$ cat src/icp_cfg.svh
`ifndef ICP_CFG_SVH
`define ICP_CFG_SVH
`define ICP_CLK_MHZ 50
`define ICP_SETTLE_US 100
`define ICP_SETTLE_CYC (`ICP_SETTLE_US * `ICP_CLK_MHZ)
`define ICP_STEP_NS 4000
`define ICP_STEP_CYC ((`ICP_STEP_NS * `ICP_CLK_MHZ) / 1000)
`define ICP_DIR_SETUP_CYC (`ICP_STEP_CYC / 4)
`define ICP_LOW_END_CYC ((`ICP_STEP_CYC * 3) / 4)
`define ICP_LOW_PCT 16'h0032
`define ICP_HIGH_PCT 16'h0046
`define ICP_HUNDRED 16'h0064
`define ICP_STEP8 8'h01
`define ICP_STEP6 8'h04
`define ICP_HALF_BIT 7
`define ICP_RES6_MASK 8'hfc
`define ICP_AMP_SET_RST 8'h80
`define ICP_OFF_CTRL 12'h000
`define ICP_OFF_STATUS 12'h004
`define ICP_OFF_IRQ_STAT 12'h008
`define ICP_OFF_IRQ_MASK 12'h00c
`define ICP_IRQ_W 3
`define ICP_IRQ_REACHED 0
`define ICP_IRQ_FAULT_SET 1
`define ICP_IRQ_FAULT_CLR 2
`endif

$ cat src/icp_pkg.sv
`default_nettype none
package icp_pkg;
   typedef enum logic [1:0] {
      ICP_IDLE,
      ICP_SETTLE,
      ICP_SEARCH,
      ICP_TRACK
   } icp_state_type;
   typedef struct packed {
      logic res6;
      logic dir_mode;
   } icp_mode_type;
endpackage : icp_pkg
`default_nettype wire

$ cat src/icp_step_if.sv
`timescale 1ns/1ps
`default_nettype none
interface icp_step_if;
   logic req;
   logic up;
   logic dir_mode;
   logic zero_after;
   logic busy;
   logic done;
   modport ctl (output req, output up, output dir_mode, output zero_after, input busy, input done);
   modport gen (input req, input up, input dir_mode, input zero_after, output busy, output done);
endinterface : icp_step_if
`default_nettype wire

$ cat src/icp_step_gen.sv
`timescale 1ns/1ps
`default_nettype none
`include "icp_cfg.svh"
module icp_step_gen (
   input wire logic ref_clk_i,
   input wire logic sys_rst_i,
   input wire logic enable_i,
   icp_step_if.gen step,
   output logic port_a_o,
   output logic port_b_o,
   output logic port_c_o
);
   logic [7:0] cnt_q;
   logic busy_q;
   logic done_q;
   logic up_q;
   logic dm_q;
   logic zero_q;
   wire at_setup = busy_q && (cnt_q == 8'(`ICP_DIR_SETUP_CYC));
   wire at_rise = busy_q && (cnt_q == 8'(`ICP_LOW_END_CYC));
   wire at_last = busy_q && (cnt_q == 8'(`ICP_STEP_CYC - 1));

   assign step.busy = busy_q;
   assign step.done = done_q;

   always_ff @(posedge ref_clk_i or posedge sys_rst_i) begin
      if (sys_rst_i) begin
         cnt_q <= 8'h00;
         busy_q <= 1'b0;
         done_q <= 1'b0;
         up_q <= 1'b0;
         dm_q <= 1'b0;
         zero_q <= 1'b0;
         port_a_o <= 1'b1;
         port_b_o <= 1'b1;
         port_c_o <= 1'b0;
      end else if (!enable_i) begin
         busy_q <= 1'b0;
         done_q <= 1'b0;
         port_a_o <= 1'b1;
         port_b_o <= 1'b1;
         port_c_o <= 1'b0;
      end else begin
         done_q <= at_rise;
         if (!busy_q && step.req) begin
            busy_q <= 1'b1;
            cnt_q <= 8'h00;
            up_q <= step.up;
            dm_q <= step.dir_mode;
            zero_q <= step.zero_after;
            // direction settles a quarter period ahead of the falling edge
            if (step.dir_mode) begin
               port_b_o <= ~step.up;
            end
         end else if (busy_q) begin
            cnt_q <= cnt_q + 8'h01;
         end
         if (at_setup) begin
            // with dir_mode low only one line ever falls, so up and down never overlap
            if (dm_q || up_q) begin
               port_a_o <= 1'b0;
            end else begin
               port_b_o <= 1'b0;
            end
            port_c_o <= ~zero_q;
         end
         if (at_rise) begin
            port_a_o <= 1'b1;
            if (!dm_q) begin
               port_b_o <= 1'b1;
            end
         end
         if (at_last) begin
            busy_q <= 1'b0;
         end
      end
   end
endmodule : icp_step_gen
`default_nettype wire

$ cat src/icp_top.sv
`timescale 1ns/1ps
`default_nettype none
`include "icp_cfg.svh"
module icp_top #(
   parameter int unsigned SETTLE_CYC = `ICP_SETTLE_CYC
) (
   input wire logic ref_clk_i,
   input wire logic sys_rst_i,
   input wire logic enable_n_input_i,
   input wire logic config_input_one_i,
   input wire logic config_input_two_i,
   input wire logic config_input_three_i,
   input wire logic [7:0] angle_i,
   input wire logic [7:0] amplitude_i,
   input wire logic psel,
   input wire logic penable,
   input wire logic pwrite,
   input wire logic [11:0] paddr,
   input wire logic [31:0] pwdata,
   output logic [31:0] prdata,
   output logic pready,
   output logic pslverr,
   output logic up_count_pulse_n_o,
   output logic down_count_pulse_n_o,
   output logic zero_clear_n_o,
   output logic amplitude_fault_n_o,
   output logic irq_o
);
   import icp_pkg::*;

   // next position after one step at the chosen resolution
   function automatic logic [7:0] step_pos(input logic [7:0] p, input logic up, input logic res6);
      logic [7:0] inc;
      inc = res6 ? `ICP_STEP6 : `ICP_STEP8;
      step_pos = up ? (p + inc) : (p - inc);
   endfunction : step_pos

   // percentage of the amplitude set point, widened to avoid overflow
   function automatic logic [15:0] pct_of(input logic [7:0] v, input logic [15:0] pct);
      pct_of = 16'(v) * pct;
   endfunction : pct_of

   // pins are asynchronous to ref_clk_i
   logic [3:0] pin_s1_q;
   logic [3:0] pin_s2_q;
   wire en_n_s = pin_s2_q[0];
   wire config_input_one_s = pin_s2_q[1];
   wire config_input_two_s = pin_s2_q[2];
   wire config_input_three_s = pin_s2_q[3];
   wire enabled = ~en_n_s;

   icp_state_type state_q;
   icp_state_type state_d;
   icp_mode_type mode_q;
   logic [7:0] pos_q;
   logic req_q;
   logic fault_q;
   logic [12:0] settle_q;
   logic [7:0] amp_set_q;
   logic [`ICP_IRQ_W-1:0] irq_stat_q;
   logic [`ICP_IRQ_W-1:0] irq_mask_q;
   logic step_a;
   logic step_b;
   logic step_c;

   icp_step_if step_bus ();

   // target angle truncated to the chosen resolution
   wire [7:0] target = mode_q.res6 ? (angle_i & `ICP_RES6_MASK) : angle_i;
   wire [7:0] diff = target - pos_q;
   // shortest way round: below half a period count up, else down
   wire go_up = ~diff[`ICP_HALF_BIT];
   wire at_target = (diff == 8'h00);
   wire moving = (state_q == ICP_SEARCH) || (state_q == ICP_TRACK);
   wire issue = moving && !at_target && !step_bus.busy && !req_q;
   wire [7:0] pos_after = step_pos(pos_q, go_up, mode_q.res6);
   wire [7:0] pos_done = step_pos(pos_q, step_bus.up, mode_q.res6);

   wire amp_low = pct_of(amplitude_i, `ICP_HUNDRED) < pct_of(amp_set_q, `ICP_LOW_PCT);
   wire amp_high = pct_of(amplitude_i, `ICP_HUNDRED) > pct_of(amp_set_q, `ICP_HIGH_PCT);
   wire settled = (settle_q >= 13'(SETTLE_CYC)) && !fault_q;
   wire reach_evt = (state_q == ICP_SEARCH) && at_target && !req_q && !step_bus.busy;
   wire fault_set_evt = !fault_q && amp_low && enabled;
   wire fault_clr_evt = fault_q && amp_high && enabled;
   wire [`ICP_IRQ_W-1:0] irq_evt = {fault_clr_evt, fault_set_evt, reach_evt};

   assign step_bus.req = req_q;
   assign step_bus.dir_mode = mode_q.dir_mode;

   icp_step_gen u_step (
      .ref_clk_i(ref_clk_i),
      .sys_rst_i(sys_rst_i),
      .enable_i(enabled),
      .step(step_bus.gen),
      .port_a_o(step_a),
      .port_b_o(step_b),
      .port_c_o(step_c)
   );

   always_ff @(posedge ref_clk_i or posedge sys_rst_i) begin
      if (sys_rst_i) begin
         pin_s1_q <= 4'hf;
         pin_s2_q <= 4'hf;
      end else begin
         pin_s1_q <= {config_input_three_i, config_input_two_i, config_input_one_i, enable_n_input_i};
         pin_s2_q <= pin_s1_q;
      end
   end

   // mode only changes while disabled, so a count never switches style midway
   always_ff @(posedge ref_clk_i or posedge sys_rst_i) begin
      if (sys_rst_i) begin
         mode_q <= '0;
      end else if (!enabled && config_input_one_s) begin
         mode_q.res6 <= config_input_two_s;
         mode_q.dir_mode <= config_input_three_s;
      end
   end

   always_comb begin
      state_d = state_q;
      case (state_q)
         ICP_IDLE: begin
            if (enabled) begin
               state_d = ICP_SETTLE;
            end
         end
         ICP_SETTLE: begin
            if (settled) begin
               state_d = ICP_SEARCH;
            end
         end
         ICP_SEARCH: begin
            if (reach_evt) begin
               state_d = ICP_TRACK;
            end
         end
         ICP_TRACK: begin
            state_d = ICP_TRACK;
         end
         default: begin
            state_d = ICP_IDLE;
         end
      endcase
      if (!enabled) begin
         state_d = ICP_IDLE;
      end
   end

   always_ff @(posedge ref_clk_i or posedge sys_rst_i) begin
      if (sys_rst_i) begin
         state_q <= ICP_IDLE;
      end else begin
         state_q <= state_d;
      end
   end

   // settling counter saturates; the search also waits for the fault to clear
   always_ff @(posedge ref_clk_i or posedge sys_rst_i) begin
      if (sys_rst_i) begin
         settle_q <= 13'h0000;
      end else if (state_q != ICP_SETTLE) begin
         settle_q <= 13'h0000;
      end else if (settle_q < 13'(SETTLE_CYC)) begin
         settle_q <= settle_q + 13'h0001;
      end
   end

   // position always restarts at zero, one step per 4 us at most
   always_ff @(posedge ref_clk_i or posedge sys_rst_i) begin
      if (sys_rst_i) begin
         pos_q <= 8'h00;
         req_q <= 1'b0;
         step_bus.up <= 1'b0;
         step_bus.zero_after <= 1'b0;
      end else if (!enabled) begin
         pos_q <= 8'h00;
         req_q <= 1'b0;
      end else begin
         req_q <= issue;
         if (issue) begin
            step_bus.up <= go_up;
            step_bus.zero_after <= (pos_after == 8'h00);
         end
         if (step_bus.done) begin
            pos_q <= pos_done;
         end
      end
   end

   // hysteresis between the 50 and 70 percent thresholds
   always_ff @(posedge ref_clk_i or posedge sys_rst_i) begin
      if (sys_rst_i) begin
         fault_q <= 1'b1;
      end else if (!enabled) begin
         fault_q <= 1'b1;
      end else if (fault_set_evt) begin
         fault_q <= 1'b1;
      end else if (fault_clr_evt) begin
         fault_q <= 1'b0;
      end
   end

   // count and clear pins are driven from the step generator flops through one more flop, the fault pin from fault_q
   always_ff @(posedge ref_clk_i or posedge sys_rst_i) begin
      if (sys_rst_i) begin
         up_count_pulse_n_o <= 1'b1;
         down_count_pulse_n_o <= 1'b1;
         zero_clear_n_o <= 1'b0;
         amplitude_fault_n_o <= 1'b0;
      end else begin
         up_count_pulse_n_o <= step_a;
         down_count_pulse_n_o <= step_b;
         zero_clear_n_o <= step_c;
         amplitude_fault_n_o <= ~fault_q;
      end
   end

   // register bus: one wait state on every access
   wire apb_acc = psel && penable && !pready;
   wire sel_ctrl = (paddr == `ICP_OFF_CTRL);
   wire sel_stat = (paddr == `ICP_OFF_STATUS);
   wire sel_istat = (paddr == `ICP_OFF_IRQ_STAT);
   wire sel_imask = (paddr == `ICP_OFF_IRQ_MASK);
   wire mapped = sel_ctrl || sel_stat || sel_istat || sel_imask;
   // writes land on the edge where the master sees pready, never earlier
   wire wr = psel && penable && pready && pwrite && mapped;
   wire [`ICP_IRQ_W-1:0] w1c = (wr && sel_istat) ? pwdata[`ICP_IRQ_W-1:0] : '0;
   wire [31:0] status_word = {16'h0000, pos_q, 3'b000, mode_q.res6, mode_q.dir_mode, fault_q,
                              state_q};
   wire [31:0] rd_word = sel_ctrl ? {24'h000000, amp_set_q} :
                         sel_stat ? status_word :
                         sel_istat ? {29'h00000000, irq_stat_q} :
                         sel_imask ? {29'h00000000, irq_mask_q} : 32'h00000000;

   always_ff @(posedge ref_clk_i or posedge sys_rst_i) begin
      if (sys_rst_i) begin
         pready <= 1'b0;
         pslverr <= 1'b0;
         prdata <= 32'h00000000;
      end else begin
         pready <= apb_acc;
         pslverr <= apb_acc && !mapped;
         prdata <= (apb_acc && !pwrite) ? rd_word : 32'h00000000;
      end
   end

   always_ff @(posedge ref_clk_i or posedge sys_rst_i) begin
      if (sys_rst_i) begin
         amp_set_q <= `ICP_AMP_SET_RST;
         irq_mask_q <= '0;
      end else begin
         if (wr && sel_ctrl) begin
            amp_set_q <= pwdata[7:0];
         end
         if (wr && sel_imask) begin
            irq_mask_q <= pwdata[`ICP_IRQ_W-1:0];
         end
      end
   end

   // a new event wins over a clear landing in the same cycle
   always_ff @(posedge ref_clk_i or posedge sys_rst_i) begin
      if (sys_rst_i) begin
         irq_stat_q <= '0;
         irq_o <= 1'b0;
      end else begin
         irq_stat_q <= (irq_stat_q & ~w1c) | irq_evt;
         irq_o <= |(((irq_stat_q & ~w1c) | irq_evt) & irq_mask_q);
      end
   end
endmodule : icp_top
`default_nettype wire

$ cat config.mk
export PLATFORM = sky130hd
export DESIGN_NAME = icp_top
export DESIGN_NICKNAME = d
export VERILOG_FILES = /design/src/icp_pkg.sv /design/src/icp_step_if.sv /design/src/icp_step_gen.sv /design/src/icp_top.sv
export VERILOG_INCLUDE_DIRS = /design/src
export SDC_FILE = /design/constraint.sdc
export NUM_CORES = 1
export LEC_CHECK = 0
export BUFFER_PORTS_ARGS = -buffer_cell sky130_fd_sc_hd__buf_4
export CORE_AREA = 10 10 129 131
export DETAILED_ROUTE_END_ITERATION = 10
export DIE_AREA = 0 0 139 141
export PLACE_DENSITY = 0.7
export SETUP_SLACK_MARGIN = 0.4
export SYNTH_ARGS = -nofsm -noshare
export SYNTH_HDL_FRONTEND = slang
export SYNTH_SLANG_ARGS = --single-unit
$ cat constraint.sdc
create_clock -name ref_clk_i -period 8.6 [get_ports ref_clk_i]
set_input_delay 0.86 -clock ref_clk_i [delete_from_list [all_inputs] [get_ports ref_clk_i]]
set_output_delay 0.86 -clock ref_clk_i [all_outputs]
set_load 0.01 [all_outputs]
==> impl_summary.txt <==
----------------------------------------------------
[Clock tree]
  Clock latency on the worst-skew pair ... 0.35 ns
  Number of buffers between clock root and the deepest sink ... 2
  CTS tree ... built
  Number of buffers added by the clock tree synthesis step ... 9
  Clock-pin slew reported for the worst setup and hold paths after clock tree synthesis ... 0.06 ns
  Number of setup buffers added after CTS ... 0
  # H-tree levels ... 3
  Clock Root Buffer ... sky130_fd_sc_hd__clkbuf_16
  CTS Sinks ... 90
  Cts repair resizes ... 0
  Hold Buf Count CTS ... 0

[Timing]
  Aggregate negative setup slack ... 0 ns
  Relative max-transition margin ... 26.9%
  Number of failing hold endpoints at the final stage ... 0
  Final worst setup slack ... 3.58 ns
  Min Tclk post-route ... 5.02 ns
  Maximum clock rate ... 199 MHz
  Final Max Tran Viols ... 0
  Worst clock skew ... 0.00922 ns
  Worst Tran Pin Value ... 1.10 ns
  # setup viols final ... 0
  Share of the clock period used by the worst path after layout ... 58.4%
  Setup repair after global routing missed its margin ... no

[Setup path]
  Arrival time worst endpoint ... 5.24 ns
  Slack of the worst reg-to-reg path ... 3.97 ns
  Critical path start-end classification ... in -> reg
  Launch point of the worst reg-to-reg path ... amp_set_q[3]
  Crit path top cell by count ... sky130_fd_sc_hd__ha_1
  Largest driver fanout on the critical path ... 4
  Cells traversed along the worst timing path ... buf_4, ha_1, ha_1, fa_1, ha_1, nor2b_1, o31a_1, o221ai_1, a21oi_1, xnor2_1, inv_1, ha_1, a211o_1, a221o_1, o211ai_1, a31oi_2, a2111o_1
  Critical path's largest stage delay ... 0.48 ns
  Startpoint types ... input port
  Beginning of the critical path ... amplitude_i[2]
  Slowest cell on the critical path ... sky130_fd_sc_hd__fa_1
  CP Capture Type ... register
  Worst EP required ... 8.82 ns
  Worst reg-to-reg path cell count ... 18
  Worst reg2reg path endpoint ... irq_o

[Detailed routing]
  Via count normalized by instance count ... 5.50
  ANT nets after route ... 0
  Routed WL per cell ... 16.2 µm
  Drt total wl ... 15.7 mm
  DRC viols ... 0
  Length of routed wiring on met1 ... 7.29 mm
  Length of routed met2 wiring ... 7.42 mm
  Drt first pass iters ... 5
  Detail Route met3 WL ... 792 µm
  Highest metal layer used by the detailed router ... met4
  Total number of vias ... 5335
  Detailed router's first-iteration violation count ... 348

[Synthesis]
  Number of flops mapped to enable cells by yosys ... 0
  Top FF cell, synth ... sky130_fd_sc_hd__dfrtp_1
  Number of instances in the synthesized netlist ... 712
  Cell types with the largest area share after synthesis ... sky130_fd_sc_hd__dfrtp_1 28%, sky130_fd_sc_hd__ha_1 20%, sky130_fd_sc_hd__dfstp_2 5.4%
  Avg Cell Area, Syn ... 9.65 µm²
  Fraction of registers with async set/reset ... 100%
  Synth warnings ... 0
  Proportion of synthesized chip area in sequential cells ... 33.0%
  Count of unique library cells instantiated by Yosys ... 67
  Mapped cell area ... 6870 µm²
  Most area-hungry cell type in the Yosys netlist ... sky130_fd_sc_hd__dfrtp_1
  Area fraction of the dominant cell type after synthesis ... 27.7%
  Synthesis-stage register bit count ... 90

[GRT]
  Global-route wire length before repair ... 26.3 mm
  Initial antenna violation count ... 0
  Aggregate global routing overflow ... 0
  Number of global-route vias before repair ... 5532
  Global-route usage over all layers ... 15.8%
  Maximum number of pins on one net before global-route repair ... 91

[Outcome]
  Status ... finished clean

[Final layout]
  Area added between synthesis and finish ... 14.1%
  Most common cell after layout, fill and taps aside ... sky130_fd_sc_hd__ha_1
  Antenna diode count ... 0
  Share of post-route cells with drive strength above 1 ... 16.4%
  Nets ... 971
  Most used cells in the layout excluding fill and tap cells ... 110 x sky130_fd_sc_hd__ha_1, 76 x sky130_fd_sc_hd__dfrtp_1, 71 x sky130_fd_sc_hd__buf_4
  Layout filler cell count ... 1267

[Hold path]
  Kind of path behind the tightest hold check ... reg -> reg
  Worst min-delay path startpoint ... pin_s1_q[1]
  Endpoint of the worst hold path ... pin_s2_q[1]
  Worst hold path cell count ... 0

[Die]
  Starting utilization of the core area ... 48.4%
  Number of primary I/O pins ... 108
  Die height ... 141 µm
  Placeable core area ... 14200 µm²
  Standard-cell row count ... 44
  Area of the die ... 19600 µm²
  Die Width ... 139 µm

[Power and ir drop]
  PnR Total Power ... 1.12 mW
  Maximum resistive drop on vdd ... 0.000108 V
  Power Density ... 142 nW/µm²
  Leakage power summed over all cells ... 3.94 nW

[Placed design]
  Worst setup slack before clock tree synthesis ... 3.22 ns
  Final weighted congestion in routability-driven placement ... 0.882
  Total of buffers placed on input and output ports ... 67
  Dpl hpwl ... 12.6 mm

[Job]
  Number of violations of the max-capacitance limit ... 0

----------------------------------------------------
==> metrics by stage <==
step                hold WS (ns)  area [µm²]  util [%]  cells
finish                     0.354        7840      55.2    970
global placement           0.347        7520      53.0    954
CTS                        0.356        7840      55.2    970
detailed placement         0.347        7520      53.0    954
floorplan                  0.345        6930         -    727
global route               0.363        7840      55.2    970
==> synth_stat cells, types with 4 or more instances <==
master,count
sky130_fd_sc_hd__nor2b_1,8
sky130_fd_sc_hd__nor4b_1,4
sky130_fd_sc_hd__xnor2_1,29
sky130_fd_sc_hd__buf_4,16
sky130_fd_sc_hd__o21a_1,6
sky130_fd_sc_hd__ha_1,110
sky130_fd_sc_hd__mux2i_1,8
sky130_fd_sc_hd__o211ai_1,8
sky130_fd_sc_hd__nand3b_1,5
sky130_fd_sc_hd__and3_1,5
sky130_fd_sc_hd__or3_1,5
sky130_fd_sc_hd__nand3_1,22
sky130_fd_sc_hd__inv_1,69
sky130_fd_sc_hd__xor2_1,24
sky130_fd_sc_hd__o21ai_0,21
sky130_fd_sc_hd__nand2_1,35
sky130_fd_sc_hd__dfstp_2,14
sky130_fd_sc_hd__fa_1,11
sky130_fd_sc_hd__nor2_1,66
sky130_fd_sc_hd__nor4_1,9
sky130_fd_sc_hd__dfrtp_1,76
sky130_fd_sc_hd__a211oi_1,6
sky130_fd_sc_hd__clkbuf_1,8
sky130_fd_sc_hd__nand4_1,8
sky130_fd_sc_hd__nand2b_1,8
sky130_fd_sc_hd__nor3_1,23
sky130_fd_sc_hd__mux2_2,14
sky130_fd_sc_hd__a21o_1,6
sky130_fd_sc_hd__a21oi_1,30
==> flip-flops by register name, summed over array words and instances (netlist names), 4 cells and up <==
signal and count:
pos_q 8, prdata 16, pin_s2_q 4, amp_set_q 8
settle_q 13, u_step.cnt_q 8, pin_s1_q 4
==> worst max path at each step <==
stage                 end  slack, ns  cells after the start
finish              irq_o       3.58                     17
detailed placement  irq_o       3.22                     17
global placement    irq_o       3.36                     17
floorplan           irq_o       3.76                     16
CTS                 irq_o       3.57                     17
global route        irq_o       3.34                     17
==> power by group <==
group / internal (mW) / total (mW) / switching, mW
clock network: 0.256 / 0.419 / 0.163
registers: 0.437 / 0.452 / 0.0142
logic: 0.111 / 0.246 / 0.135
==> cell families after synthesis <==
family                   after synthesis  synth area share (%)
flip-flops                            90                  33.0
XOR/XNOR                              53                  6.76
multiplexers                          23                  3.79
AND/OR/NAND/NOR                      215                  15.7
other                                  1                0.0546
adder cells (fa/ha/maj)              122                  23.4
AO/OA/AOI/OAI                        108                  10.8
buffers and inverters                100                  6.39
==> area by class of cell <==
class | instances | area (µm²) | area share (%)
multi-input cells | 537 | 4220 | 53.8
flip-flops and latches | 90 | 2270 | 28.9
repair buffers | 71 | 533 | 6.80
inverters | 72 | 272 | 3.46
well taps | 184 | 230 | 2.94
clock buffers | 10 | 229 | 2.92
clock inverters | 6 | 90.1 | 1.15
==> per-layer routing <==
layer  vias up  track usage (%)
li1       2603                -
met1      2566             20.5
met2       151             26.0
met3        15             3.26
met4         0             4.61
met5         -                0
==> critical path, delay by kind of cell <==
kind            cells  cell delay (ns)
buf+inv             2             0.21
fa+ha+maj           5             1.77
simple gates        1             0.16
xor+xnor            1             0.28
compound gates      8             1.95
No activity file was read; power rests on OpenSTA's default activity.
